### config.mk
export PLATFORM = sky130hd
export DESIGN_NAME = nfc_host
export DESIGN_NICKNAME = d
export VERILOG_FILES = /design/src/pkg/nfc_pkg.sv /design/src/hdl/nfc_host.sv
export SDC_FILE = /design/constraint.sdc
export NUM_CORES = 1
export LEC_CHECK = 0
export BUFFER_PORTS_ARGS = -buffer_cell sky130_fd_sc_hd__buf_2
export CAP_MARGIN = 20
export CORE_MARGIN = 2
export CORE_UTILIZATION = 52
export CTS_CLUSTER_DIAMETER = 150
export CTS_CLUSTER_SIZE = 16
export DETAILED_ROUTE_END_ITERATION = 7
export PLACE_DENSITY = 0.79
export SETUP_SLACK_MARGIN = 0.4
export SYNTH_ARGS = -nofsm -noshare
export SYNTH_HDL_FRONTEND = slang
export SYNTH_SLANG_ARGS = --single-unit
### constraint.sdc
create_clock -name core_clk -period 2.9 [get_ports core_clk]
set_clock_uncertainty 0.15 [all_clocks]
set_input_delay 0.29 -clock core_clk [delete_from_list [all_inputs] [get_ports core_clk]]
set_output_delay 0.29 -clock core_clk [all_outputs]
set_load 0.01 [all_outputs]
### src/pkg/nfc_pkg.sv
// Constants, types and command table for the NOR flash host controller
package nfc_pkg;

  // ----------------------------------------------------------------
  // Register map of the controller
  // ----------------------------------------------------------------
  localparam logic [7:0]  NFC_REG_CTRL    = 8'h00;
  localparam logic [7:0]  NFC_REG_ADDR    = 8'h04;
  localparam logic [7:0]  NFC_REG_WDATA   = 8'h08;
  localparam logic [7:0]  NFC_REG_RDATA   = 8'h0C;
  localparam logic [7:0]  NFC_REG_STAT    = 8'h10;
  localparam int unsigned CTRL_VPP_BIT    = 4;
  localparam int unsigned CTRL_CFG_BIT    = 5;
  localparam logic        CTRL_VPP_RST    = 1'b0;
  localparam logic        CFG_RST         = 1'b0;

  // ----------------------------------------------------------------
  // Status word bit positions
  // ----------------------------------------------------------------
  localparam int unsigned POLL_STATUS_BIT   = 7;
  localparam int unsigned TOGGLE_STATUS_BIT = 6;
  localparam int unsigned OP_FAIL_BIT       = 5;
  localparam int unsigned SUPPLY_LOW_BIT    = 3;
  localparam int unsigned AUX_STATUS_BIT    = 2;
  localparam logic [15:0] ERASED_WORD       = 16'hFFFF;

  // ----------------------------------------------------------------
  // Command cycles, upper data lanes always zero
  // ----------------------------------------------------------------
  localparam logic [19:0] CMD_ADDR_1   = 20'h00555;
  localparam logic [19:0] CMD_ADDR_2   = 20'h002AA;
  localparam logic [15:0] CMD_DATA_1   = 16'h00AA;
  localparam logic [15:0] CMD_DATA_2   = 16'h0055;
  localparam logic [15:0] CMD_PROG     = 16'h00A0;
  localparam logic [15:0] CMD_ERASE    = 16'h0080;
  localparam logic [15:0] CMD_CHIP     = 16'h0010;
  localparam logic [15:0] CMD_SECTOR   = 16'h0030;
  localparam logic [15:0] CMD_CFG      = 16'h00D0;
  localparam logic [15:0] ID_MODE_EXIT_CMD = 16'h00F0;

  // ----------------------------------------------------------------
  // Timing
  // ----------------------------------------------------------------
  localparam int unsigned CLK_PERIOD_NS  = 100;
  localparam int unsigned RST_LOW_NS     = 500;
  localparam int unsigned RST_REC_NS     = 1000;
  localparam logic [3:0]  RST_LOW_CYC    = 4'((RST_LOW_NS + CLK_PERIOD_NS - 1) / CLK_PERIOD_NS);
  localparam logic [3:0]  RST_REC_CYC    = 4'((RST_REC_NS + CLK_PERIOD_NS - 1) / CLK_PERIOD_NS);

  typedef enum logic [2:0] {
    OP_NONE   = 3'h0,
    OP_READ   = 3'h1,
    OP_PROG   = 3'h2,
    OP_SERASE = 3'h3,
    OP_CERASE = 3'h4,
    OP_CFG    = 3'h5,
    OP_EXIT   = 3'h6,
    OP_RESET  = 3'h7
  } nfc_op_t;

  typedef struct packed {
    logic [19:0] addr;
    logic [15:0] data;
  } nfc_bus_t;

  // Number of bus cycles of a command sequence
  function automatic logic [2:0] cmdLen(input nfc_op_t op);
    case (op)
      OP_PROG, OP_CFG:      cmdLen = 3'h4;
      OP_SERASE, OP_CERASE: cmdLen = 3'h6;
      default:              cmdLen = 3'h1;
    endcase
  endfunction

  // Address and data of cycle idx of a command sequence
  function automatic nfc_bus_t cmdCycle(input nfc_op_t op, input logic [2:0] idx,
                                        input logic [19:0] a, input logic [15:0] d, input logic cfg);
    nfc_bus_t b;
    b.addr = CMD_ADDR_1;
    b.data = CMD_DATA_1;
    if (op == OP_EXIT) begin
      b.addr = a;
      b.data = ID_MODE_EXIT_CMD;
    end else begin
      case (idx)
        3'h1, 3'h4: begin
          b.addr = CMD_ADDR_2;
          b.data = CMD_DATA_2;
        end
        3'h2: b.data = (op == OP_PROG) ? CMD_PROG : (op == OP_CFG) ? CMD_CFG : CMD_ERASE;
        3'h3: begin
          if (op != OP_SERASE && op != OP_CERASE) begin
            b.addr = a;
            b.data = (op == OP_PROG) ? d : {15'h0000, cfg};
          end
        end
        3'h5: begin
          b.addr = (op == OP_SERASE) ? a : CMD_ADDR_1;
          b.data = (op == OP_SERASE) ? CMD_SECTOR : CMD_CHIP;
        end
        default: b.data = CMD_DATA_1;
      endcase
    end
    return b;
  endfunction

endpackage

### src/hdl/nfc_host.sv
// Host controller that drives a 16-bit NOR flash through its pins
`timescale 1ns/1ns

// Contract
// - write pulses strobe with select low, gate high
// - address at later fall, data at earlier rise
// - six-cycle sector erase, code 30H last
// - any failure needs exit command; a poll timeout sets failFlag and timeout but sends none
module nfc_host
  import nfc_pkg::*;
#(
  parameter logic [23:0] POLL_MAX_READS = 24'hFFFFFF
) (
  input  wire logic        core_clk,
  input  wire logic        rst_n,
  input  wire logic [7:0]  regAddr,
  input  wire logic [31:0] regWdata,
  input  wire logic        regWr,
  input  wire logic        regRd,
  output logic      [31:0] regRdata,
  output logic      [19:0] flashAddr,
  output logic             flashCeN,
  output logic             flashOeN,
  output logic             flashWeN,
  output logic             flashRstN,
  output logic             vppEnable,
  output logic      [15:0] dataOut,
  output logic             dataOe,
  input  wire logic [15:0] dataIn
);

  // ----------------------------------------------------------------
  // Sequencer states
  // ----------------------------------------------------------------
  typedef enum logic [3:0] {
    ST_IDLE   = 4'h0,
    ST_WLOAD  = 4'h1,
    ST_WSET   = 4'h2,
    ST_WLOW   = 4'h3,
    ST_WHIGH  = 4'h4,
    ST_WEND   = 4'h5,
    ST_RACT   = 4'h6,
    ST_RGAP   = 4'h7,
    ST_RSTLOW = 4'h8,
    ST_RSTREC = 4'h9
  } nfc_state_t;

  nfc_state_t  state;
  nfc_op_t     seqOp;
  nfc_op_t     ctrlOp;
  nfc_bus_t    bus;
  logic [2:0]  idx;
  logic [3:0]  cnt;
  logic [23:0] pollCount;
  logic [19:0] addrReg;
  logic [15:0] wdataReg;
  logic [15:0] rdWord;
  logic [15:0] lastStatus;
  logic [15:0] expectWord;
  logic        goReg;
  logic        abortReg;
  logic        cfgArg;
  logic        cfgReg;
  logic        polling;
  logic        firstRead;
  logic        prevToggle;
  logic        busy;
  logic        done;
  logic        failFlag;
  logic        opFail;
  logic        supplyLow;
  logic        timeout;
  logic        stopped;
  logic        failNow;

  // ----------------------------------------------------------------
  // Software registers
  // ----------------------------------------------------------------
  // Orders are taken only while idle; a reset order is taken at any time
  always_ff @(posedge core_clk or negedge rst_n) begin
    if (!rst_n) begin
      goReg     <= 1'b0;
      abortReg  <= 1'b0;
      ctrlOp    <= OP_NONE;
      vppEnable <= CTRL_VPP_RST;
      cfgArg    <= CFG_RST;
      addrReg   <= 20'h00000;
      wdataReg  <= 16'h0000;
    end else begin
      goReg    <= 1'b0;
      abortReg <= 1'b0;
      if (regWr && regAddr == NFC_REG_CTRL) begin
        vppEnable <= regWdata[CTRL_VPP_BIT];
        if (nfc_op_t'(regWdata[2:0]) == OP_RESET) begin
          abortReg <= 1'b1;
        end else if (regWdata[2:0] != 3'h0 && !busy && !goReg) begin
          goReg  <= 1'b1;
          ctrlOp <= nfc_op_t'(regWdata[2:0]);
          cfgArg <= regWdata[CTRL_CFG_BIT];
        end
      end
      if (regWr && regAddr == NFC_REG_ADDR && !busy) begin
        addrReg <= regWdata[19:0];
      end
      if (regWr && regAddr == NFC_REG_WDATA && !busy) begin
        wdataReg <= regWdata[15:0];
      end
    end
  end

  // Read data stand one cycle after the read strobe
  always_ff @(posedge core_clk or negedge rst_n) begin
    if (!rst_n) begin
      regRdata <= 32'h00000000;
    end else if (regRd) begin
      case (regAddr)
        NFC_REG_CTRL:  regRdata <= {26'h0000000, cfgArg, vppEnable, 1'b0, ctrlOp};
        NFC_REG_ADDR:  regRdata <= {12'h000, addrReg};
        NFC_REG_WDATA: regRdata <= {16'h0000, wdataReg};
        NFC_REG_RDATA: regRdata <= {16'h0000, rdWord};
        NFC_REG_STAT:  regRdata <= {lastStatus, 9'h000, timeout, cfgReg, supplyLow, opFail, failFlag, done, busy};
        default:       regRdata <= 32'h00000000;
      endcase
    end else begin
      regRdata <= 32'h00000000;
    end
  end

  // ----------------------------------------------------------------
  // Poll decisions
  // ----------------------------------------------------------------
  // Current command cycle and the word a finished operation must show
  always_comb begin
    bus        = cmdCycle(seqOp, idx, addrReg, wdataReg, cfgArg);
    expectWord = (seqOp == OP_PROG) ? wdataReg : ERASED_WORD;
    stopped    = !firstRead && (rdWord[TOGGLE_STATUS_BIT] == prevToggle);
    if (cfgReg) begin
      failNow = rdWord[OP_FAIL_BIT] | rdWord[SUPPLY_LOW_BIT] | !rdWord[POLL_STATUS_BIT];
    end else begin
      failNow = (rdWord != expectWord);
    end
  end

  // ----------------------------------------------------------------
  // Pin sequencer
  // ----------------------------------------------------------------
  always_ff @(posedge core_clk or negedge rst_n) begin
    if (!rst_n) begin
      state      <= ST_IDLE;
      seqOp      <= OP_NONE;
      idx        <= 3'h0;
      cnt        <= 4'h0;
      pollCount  <= 24'h000000;
      flashAddr  <= 20'h00000;
      flashCeN   <= 1'b1;
      flashOeN   <= 1'b1;
      flashWeN   <= 1'b1;
      flashRstN  <= 1'b1;
      dataOut    <= 16'h0000;
      dataOe     <= 1'b0;
      rdWord     <= 16'h0000;
      lastStatus <= 16'h0000;
      polling    <= 1'b0;
      firstRead  <= 1'b0;
      prevToggle <= 1'b0;
      busy       <= 1'b0;
      done       <= 1'b0;
      failFlag   <= 1'b0;
      opFail     <= 1'b0;
      supplyLow  <= 1'b0;
      timeout    <= 1'b0;
      cfgReg     <= CFG_RST;
    end else if (abortReg) begin
      flashCeN  <= 1'b1;
      flashOeN  <= 1'b1;
      flashWeN  <= 1'b1;
      dataOe    <= 1'b0;
      flashRstN <= 1'b0;
      cnt       <= 4'h0;
      polling   <= 1'b0;
      busy      <= 1'b1;
      done      <= 1'b0;
      state     <= ST_RSTLOW;
    end else begin
      case (state)
        ST_IDLE: begin
          if (goReg) begin
            busy      <= 1'b1;
            done      <= 1'b0;
            failFlag  <= 1'b0;
            opFail    <= 1'b0;
            supplyLow <= 1'b0;
            timeout   <= 1'b0;
            seqOp     <= ctrlOp;
            idx       <= 3'h0;
            polling   <= 1'b0;
            if (ctrlOp == OP_READ) begin
              flashAddr <= addrReg;
              flashCeN  <= 1'b0;
              flashOeN  <= 1'b0;
              state     <= ST_RACT;
            end else begin
              state <= ST_WLOAD;
            end
          end
        end
        ST_WLOAD: begin
          flashAddr <= bus.addr;
          dataOut   <= bus.data;
          dataOe    <= 1'b1;
          flashCeN  <= 1'b0;
          state     <= ST_WSET;
        end
        ST_WSET: begin
          flashWeN <= 1'b0;
          state    <= ST_WLOW;
        end
        ST_WLOW: begin
          flashWeN <= 1'b1;
          state    <= ST_WHIGH;
        end
        ST_WHIGH: begin
          flashCeN <= 1'b1;
          dataOe   <= 1'b0;
          state    <= ST_WEND;
        end
        ST_WEND: begin
          if (idx != cmdLen(seqOp) - 3'h1) begin
            idx   <= idx + 3'h1;
            state <= ST_WLOAD;
          end else if (seqOp == OP_EXIT || seqOp == OP_CFG) begin
            if (seqOp == OP_CFG) begin
              cfgReg <= cfgArg;
            end
            busy  <= 1'b0;
            done  <= 1'b1;
            state <= ST_IDLE;
          end else begin
            polling   <= 1'b1;
            firstRead <= 1'b1;
            pollCount <= 24'h000000;
            flashAddr <= addrReg;
            flashCeN  <= 1'b0;
            flashOeN  <= 1'b0;
            state     <= ST_RACT;
          end
        end
        ST_RACT: begin
          rdWord   <= dataIn;
          flashCeN <= 1'b1;
          flashOeN <= 1'b1;
          state    <= ST_RGAP;
        end
        ST_RGAP: begin
          if (!polling) begin
            busy  <= 1'b0;
            done  <= 1'b1;
            state <= ST_IDLE;
          end else begin
            lastStatus <= rdWord;
            firstRead  <= 1'b0;
            prevToggle <= rdWord[TOGGLE_STATUS_BIT];
            pollCount  <= pollCount + 24'h000001;
            if (stopped && (failNow || cfgReg)) begin
              failFlag  <= failNow;
              opFail    <= failNow & rdWord[OP_FAIL_BIT];
              supplyLow <= failNow & rdWord[SUPPLY_LOW_BIT];
              polling   <= 1'b0;
              seqOp     <= OP_EXIT;
              idx       <= 3'h0;
              state     <= ST_WLOAD;
            end else if (stopped) begin
              polling <= 1'b0;
              busy    <= 1'b0;
              done    <= 1'b1;
              state   <= ST_IDLE;
            end else if (pollCount == POLL_MAX_READS) begin
              polling  <= 1'b0;
              timeout  <= 1'b1;
              failFlag <= 1'b1;
              busy     <= 1'b0;
              done     <= 1'b1;
              state    <= ST_IDLE;
            end else begin
              flashCeN <= 1'b0;
              flashOeN <= 1'b0;
              state    <= ST_RACT;
            end
          end
        end
        ST_RSTLOW: begin
          cnt <= cnt + 4'h1;
          if (cnt == RST_LOW_CYC - 4'h1) begin
            flashRstN <= 1'b1;
            cnt       <= 4'h0;
            state     <= ST_RSTREC;
          end
        end
        ST_RSTREC: begin
          cnt <= cnt + 4'h1;
          if (cnt == RST_REC_CYC - 4'h1) begin
            busy  <= 1'b0;
            done  <= 1'b1;
            state <= ST_IDLE;
          end
        end
        default: state <= ST_IDLE;
      endcase
    end
  end

  // ----------------------------------------------------------------
  // Checks
  // ----------------------------------------------------------------
  oe_during_write_a: assert property (@(posedge core_clk) disable iff (!rst_n) !flashWeN |-> flashOeN)
    else $error("output gate low during write strobe");
  we_in_select_a: assert property (@(posedge core_clk) disable iff (!rst_n) !flashWeN |-> (!flashCeN && dataOe))
    else $error("write strobe without select or data");
  read_strobe_a: assert property (@(posedge core_clk) disable iff (!rst_n) !flashOeN |-> (flashWeN && !dataOe))
    else $error("read overlaps write or data drive");
  data_latch_a: assert property (@(posedge core_clk) disable iff (!rst_n)
    $rose(flashWeN) |-> ($stable(dataOut) && $stable(flashAddr) && dataOe && !flashCeN))
    else $error("data or address moved before latch edge");
  reset_width_a: assert property (@(posedge core_clk) disable iff (!rst_n)
    $fell(flashRstN) |-> !flashRstN [*5])
    else $error("flash reset pulse too short");
  cfg_keep_a: assert property (@(posedge core_clk) disable iff (!rst_n) !flashRstN |=> $stable(cfgReg))
    else $error("config changed by flash reset");
  poll_quiet_a: assert property (@(posedge core_clk) disable iff (!rst_n) polling |-> flashWeN)
    else $error("command written while operation busy");
  fail_exit_a: assert property (@(posedge core_clk) disable iff (!rst_n)
    (state == ST_RGAP && polling && stopped && failNow) |=> (seqOp == OP_EXIT && failFlag) ##2 !flashWeN)
    else $error("failure not followed by exit command");
  cfg_exit_a: assert property (@(posedge core_clk) disable iff (!rst_n)
    (state == ST_RGAP && polling && stopped && cfgReg) |=> (seqOp == OP_EXIT && busy))
    else $error("config 01 success without exit command");
  upper_lane_a: assert property (@(posedge core_clk) disable iff (!rst_n)
    (dataOe && !(seqOp == OP_PROG && idx == 3'h3)) |-> dataOut[15:8] == 8'h00)
    else $error("command cycle drives upper data lanes");

endmodule

# [Yosys cells after proc, flatten, opt, wreduce, memory -nomap -nowiden]
# Cells that the tools add are included.
[op_classes] add_sub_neg=4 n_eq_ne=58 muxes=116 bitwise=7 reduce_logical=53
[op_table] operator="$pmux 32 s5" count=1
[op_table] operator="$pmux 20 s3" count=2
[op_table] operator="$mux 20" count=5
[op_table] operator="$mux 24" count=3
[op_table] operator="$mux 36" count=2
[op_table] operator="$pmux 16 s4" count=1
[op_table] operator="$mux 1" count=56
[op_table] operator="$mux 3" count=16
[op_table] operator="$pmux 24 s2" count=1
[op_table] operator="$ne 3x3->1 const B" count=14
[op_table] operator="$pmux 4 s10" count=1
[op_table] operator="$mux 16" count=2
[op_table] operator="$mux 32" count=1
[op_table] operator="$add 24x1->24 const B" count=1
[op_table] operator="$eq 24x24->1 const B" count=1
[op_table] operator="$mux 4" count=6
[op_table] operator="$eq 4x3->1 const B" count=5
[op_table] operator="$ne 2x2->1 const B" count=10
[op_table] operator="$eq 3x3->1 const B" count=6
[op_table] operator="$reduce_and 6->1" count=3
[op_table] operator="$reduce_and 9->1" count=2
[op_table] operator="$reduce_bool 3->1" count=6
[op_table] operator="$eq 8x4->1 const B" count=2
[op_table] operator="$ne 16x16->1" count=1
[op_table] operator="other kinds (42)" count=90
[word_totals] regBits=196 inputBits=60 out_inout_bits=74 word_cells=270

# [Longest topological paths before layout]
# Gate-level depths: netlist of run 1.
[depth] ltp_word=10 mapped_depth=10 ltp_nobuf=9

# [Worst setup path before layout of run 1]
# No wires, ideal clock.
[synth_timing] kind="register -> register" start="register seqOp[0]" end="register state[0]" setup_time_ns=0.124 t_arrival_ns=2.495 slack_ns=0.131 path_stages_with_launch=10 n_path_buf=2 synth_period_minus_slack_ns=2.769 cell_sequence="dfrtp_1 buf_6 or3b_1 clkbuf_1 or4_1 a32o_2 a22oi_4 a31oi_4 and2_4 a211o_1"
[synth_via] elab_chain_cells=10 word_cells_on_any_way=21 classes_between="add/sub: 1; eq/ne: 6; mux: 10; reduce/logical: 4"
[synth_rtl] element="from (decl)" line="nfc_host.sv:49" text="nfc_op_t seqOp;"
[synth_rtl] element="from (signal assigned)" line="nfc_host.sv:194" text="seqOp <= ctrlOp;"
[synth_rtl] element="$eq 3x2->1 (tied with other cells)" line="nfc_pkg.sv:68" text="case (op)"
[synth_rtl] element="$reduce_or 2->1 or $mux 16 (tied branches)" line="nfc_pkg.sv:68, nfc_host.sv:135"
[synth_rtl] element="$pmux 3 s2 or $ne 16x16->1 (tied branches)" line="nfc_pkg.sv:68, nfc_host.sv:140"
[synth_rtl] element="$mux 3 or $mux 1 (tied branches)" line="nfc_host.sv:185, nfc_host.sv:137"
[synth_rtl] element="$mux 3 or $logic_or 1x1->1 (tied branches)" line="nfc_host.sv:173, nfc_host.sv:264"
[synth_rtl] element="$sub 3x1->3 or $logic_and 1x1->1 (tied branches)" line="nfc_host.sv:228, nfc_host.sv:264"
[synth_rtl] element="$ne 3x3->1 or $mux 3 (tied branches)" line="nfc_host.sv:228, nfc_host.sv:264"
[synth_rtl] element="$mux 3 (on tied branches)" line="nfc_host.sv:228, nfc_host.sv:255"
[synth_rtl] element="$pmux 4 s10 *" line="nfc_host.sv:185" text="case (state)"
[synth_rtl] element="$mux 4 *" line="nfc_host.sv:173" text="end else if (abortReg) begin"
[synth_rtl] element="to (signal assigned)" line="nfc_host.sv:183" text="state <= ST_RSTLOW;"
[synth_rtl] element="to (signal assigned)" line="nfc_host.sv:225" text="state <= ST_WEND;"
[synth_rtl] element="to (signal assigned)" line="nfc_host.sv:230" text="state <= ST_WLOAD;"
[synth_rtl] element="to (decl)" line="nfc_host.sv:48" text="nfc_state_t state;"
# Every way passes the cells marked *; elsewhere a longest branch is shown, timed or not. The select of a mux whose other input is x is not followed.
# A chain may end at the register's enable or synchronous reset.

# [Worst setup path after layout of run 1]
[layout_timing] start="register seqOp[1]" end="register idx[1]"
[layout_via] elab_chain_cells=9 word_cells_on_any_way=19 classes_between="add/sub: 1; eq/ne: 8; mux: 5; reduce/logical: 5"
[layout_rtl] element="$eq 3x2->1 (tied with other cells)" line="nfc_pkg.sv:68"
[layout_rtl] element="$reduce_or 2->1" line="nfc_pkg.sv:68"
[layout_rtl] element="$pmux 3 s2" line="nfc_pkg.sv:68"
[layout_rtl] element="$mux 3" line="nfc_host.sv:185"
[layout_rtl] element="$mux 3" line="nfc_host.sv:173"
[layout_rtl] element="$sub 3x1->3" line="nfc_host.sv:228" text="if (idx != cmdLen(seqOp) - 3'h1) begin"
[layout_rtl] element="$ne 3x3->1" line="nfc_host.sv:228"
[layout_rtl] element="$ne 2x2->1 (no line)"
[layout_rtl] element="$reduce_and 6->1 (no line) *"
[layout_rtl] element="to (signal assigned)" line="nfc_host.sv:229" text="idx <= idx + 3'h1;"
[layout_rtl] element="to (decl)" line="nfc_host.sv:52" text="logic [2:0] idx;"
# Marked as above.

==> results of run 1 <==
==> per-stage QoR <==
stage	instance area [um^2]	util (%)	hold slack, ns
2_1_floorplan	9510	-	-0.156
3_3_place_gp	10700	59.4	0.243
3_5_place_dp	10700	59.4	0.249
4_1_cts	11700	65.2	0.0222
5_1_grt	12100	67.2	0.0382
6_report	12100	67.2	0.0425
==> worst max-delay path by stage <==
| stage | slack, ns | startpoint | end |
|---|---|---|---|
| 2_1_floorplan | 0.31 | seqOp[0]$_DFFE_PN0P_ | state[0]$_DFFE_PN0P_ |
| 3_3_place_gp | 0.26 | seqOp[0]$_DFFE_PN0P_ | state[0]$_DFFE_PN0P_ |
| 3_5_place_dp | 0.19 | seqOp[0]$_DFFE_PN0P_ | flashOeN$_DFFE_PN1P_ |
| 4_1_cts | 0.25 | seqOp[2]$_DFFE_PN0P_ | idx[1]$_DFFE_PN0P_ |
| 5_1_grt | 0.13 | seqOp[2]$_DFFE_PN0P_ | failFlag$_DFFE_PN0P_ |
| 6_report | 0.19 | seqOp[1]$_DFFE_PN0P_ | idx[1]$_DFFE_PN0P_ |
==> what timing repair did <==
action                                  CTS  global route
gates resized for setup                  17            47
pin swaps                                 3            18
setup buffers                             6             7
hold buffers                             34             0
cloned                                    0             7
endpoints found under the setup margin   34            51
hold endpoints to repair                133             0
==> worst max-delay path: stages, from the launching register on <==
cell and delay, ns:
dfrtp_1 0.40, buf_6 0.14, nor3b_2 0.19, buf_4 0.19, a21oi_1 0.09, or4_1 0.51
and4b_2 0.34, a31oi_4 0.15, o22ai_4 0.23, mux2i_1 0.24
==> power groups by stage <==
stage | Combinational, uW | Sequential (uW) | Clock (uW)
2_1_floorplan | 1360 | 3270 | 0
3_3_place_gp | 2210 | 3240 | 0
3_5_place_dp | 2250 | 3250 | 0
4_1_cts | 2430 | 3200 | 2390
5_1_grt | 3130 | 3240 | 2520
6_report | 2920 | 3210 | 2390
==> per-layer routing <==
layer	up-vias	routed length, um	GRT usage, %	share of wire, %
met1	4242	11700	40.5	40
met3	94	3100	5.97	11
met4	0	1050	12.4	3.6
li1	3826	-	-	-
met5	-	0	0	0
met2	539	13600	44.6	46
==> registers in the layout (all words and copies together), names as in the netlist, 3 cells and up <==
signal / flops
pollCount: 24
cnt: 4
flashAddr: 20
wdataReg: 16
dataOut: 16
rdWord: 16
idx: 3
addrReg: 20
lastStatus: 16
ctrlOp: 3
state: 4
regRdata: 32
seqOp: 3
==> cells in the final DEF (no fill, tap or decap), types with 6 or more instances in the layout <==
| cell type | count |
|---|---|
| or3_1 | 6 |
| a22oi_1 | 10 |
| and3_1 | 27 |
| xor2_1 | 9 |
| dfrtp_1 | 189 |
| a22o_1 | 19 |
| nand2b_1 | 8 |
| nand3_1 | 29 |
| a211oi_1 | 6 |
| mux2_2 | 68 |
| clkbuf_16 | 20 |
| buf_4 | 54 |
| dlygate4sd3_1 | 34 |
| nand4_1 | 17 |
| nand2_1 | 113 |
| buf_2 | 120 |
| nor2b_1 | 6 |
| xnor2_1 | 8 |
| o211ai_1 | 8 |
| a31oi_1 | 13 |
| nor3_1 | 7 |
| nor2_1 | 85 |
| nor4_1 | 6 |
| o21ai_0 | 54 |
| inv_1 | 35 |
| a21oi_1 | 32 |
| or4_1 | 6 |
| buf_6 | 10 |
| o21ai_1 | 9 |
| ha_1 | 8 |
==> final cells by class <==
type,count,area (um^2)
Timing Repair Buffer,227,1640
Clock buffer,19,453
Tap cell,229,287
Clock inverter,13,133
Multi-Input combinational cell,670,4540
Sequential cell,195,4890
Inverter,35,131
Fill cell,1258,5890
==> cell families after synthesis <==
family / share of synthesized area, %
DFF: 51.4
muxes: 8.50
and+or+nand+nor: 18.7
AOI/OAI and AO/OA: 15.0
buffers and inverters: 3.61
adders and majority gates: 1.19
xor gates and xnor gates: 1.57
==> flow_summary_export.csv, run 1 <==
group,metric,value,unit
grt,grt_pass1_vias,8216,
detailed_routing,routed_wirelength,29400,um
floorplanning,die_y,139,um
detailed_routing,post-route-drc-count,3,
synth,synthTopCellsByCount,"dfrtp_1, nand2_1, nor2_1",
pwr,p_sw_share,35.2,%
synth,ys_top_cells_by_area,"dfrtp_1, mux2_2, nand2_1, nor2_1, o21ai_0",
sta,drv_slew,0,
clock_tree,cts_buffer_depth,2,
synth,syn_inst,952,
pwr,power.share.clock,28.0,%
sta,rsz0062_at_grt,"yes",
clock_tree,clkLatencyLatePin,0.45,ns
setup_path,r2r_start,"seqOp[1]$_DFFE_PN0P_",
min_path,hp-start,"regWdata[1]",
placement,preCtsSetupSlack,0.189,ns
pwr,p_int,5520,uW
clock_tree,cts.clk_slew.worst_paths,0.08,ns
synth,synth-edff-count,0,
pwr,p_seq_share,37.7,%
cells_and_area,nNetsFinal,1215,
floorplanning,core_area,18000,um^2
run,drv_cap,0,
synth,postSynthAreaPerCell,9.98,um^2
sta,relSlewSlack,48.2,%
detailed_routing,first_pass_iters,8,
sta,fmax,0.368,GHz
sta,period_share,93.6,%
setup_path,crit_arrival,2.92,ns
pwr,p_sw,3000,uW
min_path,min_to,"ctrlOp[1]$_DFFE_PN0P_",
synth,syn_nets,1021,
pwr,power_frac_comb,34.3,%
floorplanning,io_pins,134,
synth,synth_ff_type,"dfrtp_1",
min_path,hp-class,"input pin to register",
placement,place.gp.congestion,0.942,
pwr,ir_worst_vdd,0.462,mV
clock_tree,htree_levels,4,
grt,antenna_found_initial,0,
setup_path,worstPathMaxFanout,6,
sta,hold_viol,0,
cells_and_area,drive_gt1_share,30.3,%
synth,ys_seq_area_share,51.4,%
grt,grt_use_total,29.1,%
synth,yosys_warnings,0,
floorplanning,dieArea,19400,um^2
sta,worstMarginPinSlew,0.772,ns
synth,yosysTopAreaCellShare,50.3,%
synth,synth_async_sr_flop_share,100,%
sta,setup_tns,0,ns
placement,portBuffers,121,
pwr,power,8520,uW
grt,grt_max_degree,90,
sta,period_needed,2.71,ns
sta,finalSetupViolCount,0,
cells_and_area,area_growth,27.1,%
synth,yosysTopAreaCell,"dfrtp_1",
clock_tree,cts_sinks,195,
placement,dp.cells,1302,
setup_path,reg2reg_depth,9,
detailed_routing,vias,8701,
setup_path,worst-setup-path-type,"register to register",
cells_and_area,stdcell_count,1388,
synth,netlist_area,9500,um^2
run_status,failed_checks,"DRC",
setup_path,r2r_slack,0.19,ns
cells_and_area,n_antenna_cell,0,
grt,gr-total-overflow,0,
setup_path,worstPathRequired,3.11,ns
setup_path,r2r-end,"idx[1]$_DFFE_PN0P_",
floorplanning,initial_core_util,52.9,%
grt,grt_pass1_wl,44400,um
detailed_routing,vias_per_cell,6.27,
clock_tree,cts_buffers,17,
detailed_routing,ant_nets,0,
clock_tree,tritoncts,"done",
synth,ys_ff_latch,195,
pwr,leakagePower,0.00591,uW
sta,finalWorstSetupSlack,0.186,ns
synth,yosysMostFrequentCell,"dfrtp_1",
setup_path,cp-end-kind,"register",
run_status,status,"finished with violations",
placement,hpwlAfterDp,18500,um
detailed_routing,routedWlPerCell,21.2,um
setup_path,start_kind,"register",
pwr,p_per_area,706,nW/um^2
min_path,worstHoldPathCells,2,
clock_tree,root_buffer,"clkbuf_16",
detailed_routing,dr.first_iter.drc_count,1094,
floorplanning,die_w,139,um
synth,synth.distinct_cells,73,
floorplanning,rows,49,
No activity file was read; power rests on OpenSTA's default activity.
==> inputs of run 2 (changes only) <==
- SETUP_SLACK_MARGIN: 0.4 -> 0.1
==> run 2 against run 1 <==
Effect of this change: the run now ends clean; clock power is essentially flat; worst setup slack got worse by 0.028 ns; flip-flop and latch count unchanged; critical endpoint unchanged; largest cell class unchanged; highest routed layer unchanged.
==> flow_summary_export.csv, run 2 (synthesized netlist as in run 1, its figures left out) <==
group,metric,value,unit
run_status,status,"completed",
setup_path,crit_path_end,"idx[1]$_DFFE_PN0P_",
detailed_routing,routed_wirelength,26300,um
setup_path,cp-startpoint,"seqOp[2]$_DFFE_PN0P_",
sta,fmax,0.365,GHz
placement,preCtsSetupSlack,0.0581,ns
detailed_routing,vias,8245,
pwr,power,8040,uW
setup_path,worstPathMaxFanout,7,
clock_tree,root_buffer,"clkbuf_16",
sta,worstMarginPinSlew,0.770,ns
setup_path,start_kind,"register",
clock_tree,cts_buffers,17,
cells_and_area,drive_gt1_share,27.0,%
cells_and_area,fillers,1383,
placement,place.gp.congestion,0.897,
sta,hold_viol,0,
detailed_routing,first_pass_iters,6,
sta,drv_slew,0,
pwr,p_per_area,689,nW/um^2
min_path,hp-class,"input pin to register",
placement,portBuffers,121,
run,drv_cap,0,
setup_path,worst-setup-path-type,"register to register",
clock_tree,cts.clk_slew.worst_paths,0.08,ns
clock_tree,cts_buffer_depth,2,
floorplanning,die_w,139,um
sta,relSlewSlack,48.2,%
floorplanning,io_pins,134,
cells_and_area,reg_top3,"regRdata (32), pollCount (24)",
detailed_routing,vias_per_cell,6.03,
cells_and_area,layout_common_cells,"dfrtp_1, buf_2, nand2_1",
setup_path,reg2reg_depth,7,
floorplanning,initial_core_util,52.9,%
cells_and_area,mostFrequentLayoutCell,"dfrtp_1",
grt,grt_max_degree,68,
cells_and_area,largest-register,"regRdata",
setup_path,crit_arrival,2.95,ns
cells_and_area,area_growth,22.8,%
grt,grt_use_total,27.8,%
sta,period_share,94.5,%
setup_path,r2r-end,"idx[1]$_DFFE_PN0P_",
sta,finalSetupViolCount,0,
sta,hold_ws,0.0203,ns
detailed_routing,routedWlPerCell,19.2,um
clock_tree,clkLatencyLatePin,0.45,ns
sta,rsz0062_at_grt,"yes",
floorplanning,core_area,18000,um^2
floorplanning,die_y,139,um
setup_path,r2r_slack,0.16,ns
placement,dp.cells,1298,
clock_tree,htree_levels,4,
pwr,leakagePower,0.00572,uW
grt,grt_pass1_wl,43100,um
pwr,ir_worst_vdd,0.555,mV
clock_tree,tritoncts,"done",
floorplanning,dieArea,19400,um^2
setup_path,cp-end-kind,"register",
grt,grt_pass1_vias,8269,
detailed_routing,post-route-drc-count,0,
grt,antenna_found_initial,1,
sta,finalWorstSetupSlack,0.158,ns
clock_tree,cts_sinks,195,
placement,hpwlAfterDp,18200,um
cells_and_area,nNetsFinal,1194,
grt,gr-total-overflow,0,
setup_path,r2r_start,"seqOp[2]$_DFFE_PN0P_",
cells_and_area,seqCellArea,4890,um^2
setup_path,worstPathRequired,3.10,ns
cells_and_area,multi_input_area,4350,um^2
cells_and_area,stdcell_count,1368,
floorplanning,rows,49,
sta,period_needed,2.74,ns
cells_and_area,largest_reg_flops,32,
sta,setup_tns,0,ns
detailed_routing,dr.first_iter.drc_count,831,
detailed_routing,ant_nets,0,
==> run 2: cell count changes in the layout (fill, tap and decap cells not counted), sizes merged <==
| cell | change |
|---|---|
| clkinvlp | -1 |
| dlygate4sd3 | +1 |
| inv | -2 |
| clkbuf | -4 |
| clkinv | +5 |
| a31o | -1 |
| diode | +1 |
| buf | -19 |
==> run 2: timing repair <==
action,in CTS,in global routing
hold buffers,35,0
endpoints found under the setup margin,4,33
setup buffers,0,2
resized for setup,1,14
hold endpoints to repair,111,0
pin swaps,0,11
==> run 2: worst max-delay path, cell delays in order, from the launching register on <==
cell and delay (ns):
dfrtp_1 0.41, or3b_4 0.46, or4_4 0.49, a32o_2 0.28
a22oi_4 0.21, a31oi_4 0.18, o22ai_4 0.24, mux2i_1 0.23
==> run 2: metal layers <==
layer,part of all wire (%),vias up,track usage [%]
met5,0,-,0
met4,2.5,0,10.2
met3,6.7,55,6.01
met2,48,328,45.1
met1,43,4088,37.0
li1,-,3774,-
==> run 2: final cells by class <==
type / count / area share, %
clock inverter: 15 / 1.64
tap: 229 / 2.46
clock buffer: 17 / 3.65
sequential: 195 / 41.9
antenna: 1 / 0.0214
multi-input combinational: 669 / 37.2
timing repair buffer: 207 / 12.0
inverter: 35 / 1.13
==> run 2: worst min-delay path by stage <==
| stage | start | endpoint | slack, ns | cells past startpoint |
|---|---|---|---|---|
| finish | regWdata[2] | wdataReg[2]$_DFFE_PN0P_ | 0.02 | 2 |
| global route | regWdata[2] | wdataReg[2]$_DFFE_PN0P_ | 0.02 | 2 |
| detailed placement | rst_n | state[1]$_DFFE_PN0P_ | 0.18 | 1 |
| floorplan | rst_n | abortReg$_DFF_PN0_ | -0.16 | 0 |
| global placement | rst_n | cnt[0]$_DFFE_PN0P_ | 0.18 | 1 |
| CTS | regWdata[2] | wdataReg[2]$_DFFE_PN0P_ | 0.003 | 2 |
==> run 2: metrics by stage <==
stage               instance area (um^2)  utilization (%)
global placement                   10600             59.2
CTS                                11600             64.6
detailed placement                 10600             59.2
floorplan                           9500                -
finish                             11700             65.0
global route                       11700             64.9
==> run 2: power by group <==
part | leakage, uW | switching [uW] | internal (uW)
registers | 0.00265 | 256 | 2990
logic | 0.00277 | 1360 | 1010
clock network | 0.000299 | 1180 | 1250
total | 0.00572 | 2790 | 5240
==> inputs of run 3 (changes only) <==
- PLACE_DENSITY: 0.79 -> 0.76
==> run 3 against run 2 <==
Effect of this change: count of clock-buffer cells in the layout up 1; flip-flop and latch count stayed put; largest power group unchanged; first-iteration DRC count increased by 39%; core utilization is 0.36 points lower; fmax up 1.5%; worst hold slack worse by 0.0026 ns; sequential share of layout area increased by 0.25 points; worst setup slack better by 0.041 ns; sequential power about the same; combinational power shrank 5%; die area is the same.
==> flow_summary_export.csv, run 3 (synthesized netlist as in run 1, its figures left out) <==
group,metric,value,unit
clock_tree,htree_levels,4,
setup_path,r2r_start,"seqOp[2]$_DFFE_PN0P_",
floorplanning,die_y,139,um
grt,gr-total-overflow,0,
setup_path,worstPathRequired,3.07,ns
placement,dp.cells,1291,
grt,grt_use_met3,6.28,%
floorplanning,io_pins,134,
min_path,min_to,"abortReg$_DFF_PN0_",
detailed_routing,first_pass_iters,5,
sta,setup_tns,0,ns
sta,drv_slew,0,
setup_path,reg2reg_depth,8,
sta,hold_viol,0,
grt,grt_pass1_wl,42100,um
run_status,status,"completed",
sta,period_share,93.1,%
grt,use_met2,43.6,%
min_path,hp-start,"regWdata[2]",
clock_tree,cts_buffers,17,
pwr,p_per_area,683,nW/um^2
placement,portBuffers,121,
cells_and_area,largest-register,"regRdata",
clock_tree,cts.clk_slew.worst_paths,0.07,ns
sta,fmax,0.370,GHz
setup_path,crit_arrival,2.87,ns
cells_and_area,largest_reg_flops,32,
run,drv_cap,0,
grt,antenna_found_initial,0,
sta,worstMarginPinSlew,0.679,ns
clock_tree,clkLatencyLatePin,0.44,ns
detailed_routing,ant_nets,0,
pwr,leakagePower,0.00568,uW
cells_and_area,stdcell_count,1359,
grt,grt_pass1_vias,7863,
clock_tree,root_buffer,"clkbuf_16",
floorplanning,die_w,139,um
clock_tree,cts_sinks,195,
grt,met1_usage,37.6,%
placement,dpl-instance-area,10600,um^2
grt,grt_use_total,27.4,%
detailed_routing,post-route-drc-count,0,
sta,rsz0062_at_grt,"yes",
grt,grt_max_degree,77,
floorplanning,core_area,18000,um^2
cells_and_area,n_antenna_cell,0,
detailed_routing,vias_per_cell,6.09,
detailed_routing,dr.first_iter.drc_count,1159,
min_path,worstHoldPathCells,3,
cells_and_area,nNetsFinal,1186,
sta,relSlewSlack,54.3,%
grt,top_usage_layer,"met2",
setup_path,r2r-end,"state[0]$_DFFE_PN0P_",
detailed_routing,routed_wirelength,26400,um
clock_tree,tritoncts,"done",
floorplanning,rows,49,
setup_path,worst-setup-path-type,"register to register",
setup_path,r2r_slack,0.20,ns
cells_and_area,final_cell_area,11600,um^2
sta,finalWorstSetupSlack,0.199,ns
setup_path,worstPathMaxFanout,13,
cells_and_area,layout_common_cells,"dfrtp_1, buf_2, nand2_1",
setup_path,start_kind,"register",
cells_and_area,reg_top3,"regRdata (32), pollCount (24)",
min_path,hp-class,"input pin to register",
detailed_routing,vias,8275,
floorplanning,initial_core_util,52.9,%
cells_and_area,utilization,64.6,%
placement,preCtsSetupSlack,0.122,ns
sta,period_needed,2.70,ns
clock_tree,cts_buffer_depth,2,
cells_and_area,mostFrequentLayoutCell,"dfrtp_1",
detailed_routing,routedWlPerCell,19.4,um
cells_and_area,area_growth,22.2,%
cells_and_area,drive_gt1_share,26.8,%
placement,hpwlAfterDp,18200,um
sta,finalSetupViolCount,0,
placement,place.gp.congestion,0.932,
setup_path,cp-end-kind,"register",
floorplanning,dieArea,19400,um^2
pwr,ir_worst_vdd,0.715,mV
## run 3: cell types whose count changed in the layout (fill, tap and decap cells not counted), moves of 2 or more
cell,previous run,this run
a21oi_1,32,34
a21oi_2,2,0
buf_4,45,38
dfrtp_1,189,187
dfrtp_2,2,4
inv_6,2,5
nor3_1,11,9
nor3_2,1,3
## run 3: power breakdown
part / internal (uW) / switching, uW / leakage, uW
clock network: 1270 / 1160 / 0.000303
logic: 951 / 1290 / 0.00273
registers: 2990 / 264 / 0.00265
total: 5210 / 2720 / 0.00568
## run 3: worst max path at each step
| stage | start | end | slack (ns) | cells past startpoint |
|---|---|---|---|---|
| final | seqOp[2]$_DFFE_PN0P_ | state[0]$_DFFE_PN0P_ | 0.20 | 8 |
| after global routing | state[3]$_DFFE_PN0P_ | pollCount[21]$_DFFE_PN0P_ | 0.07 | 8 |
| after CTS | seqOp[0]$_DFFE_PN0P_ | state[0]$_DFFE_PN0P_ | 0.13 | 7 |
| after detailed placement | seqOp[0]$_DFFE_PN0P_ | state[0]$_DFFE_PN0P_ | 0.12 | 7 |
| after global placement | seqOp[0]$_DFFE_PN0P_ | state[0]$_DFFE_PN0P_ | 0.15 | 7 |
| after floorplan | seqOp[0]$_DFFE_PN0P_ | state[0]$_DFFE_PN0P_ | 0.13 | 9 |
## run 3: repair_timing
item | in CTS | in global routing
gates resized for setup | 1 | 18
hold endpoints to repair | 118 | 0
buffers inserted | 0 | 1
pin swaps | 0 | 8
setup endpoints to repair | 2 | 12
hold buffers | 35 | 0
## run 3: stage by stage
step / total power [uW] / hold WS, ns
global placement: 5360 / 0.207
floorplan: 4630 / -0.156
global route: 8330 / 0.0163
CTS: 7870 / 0.00291
detailed placement: 5420 / 0.213
finish: 7930 / 0.0177
## run 3: area by class of cell
cell class	count	area, um^2
inverters	35	131
well taps	229	287
fillers	1414	6360
multi-input cells	669	4350
repair buffers	199	1330
clock inverters	14	178
flip-flops and latches	195	4890
clock buffers	18	439
## run 3: critical path, cell delays in order (launching register included)
cell and delay, ns:
dfrtp_2 0.44, or3b_4 0.43, buf_4 0.20, o21a_1 0.18, a311oi_2 0.26, and4b_2 0.31, a31oi_4 0.14, and2_4 0.22
a211o_1 0.26
## run 3: metal layers
| metal | vias up | share of wire (%) | wire [um] |
|---|---|---|---|
| met2 | 362 | 48 | 12800 |
| met4 | 0 | 2.1 | 559 |
| met3 | 49 | 7.7 | 2030 |
| met5 | - | 0 | 0 |
| met1 | 4106 | 42 | 11000 |
| li1 | 3758 | - | - |
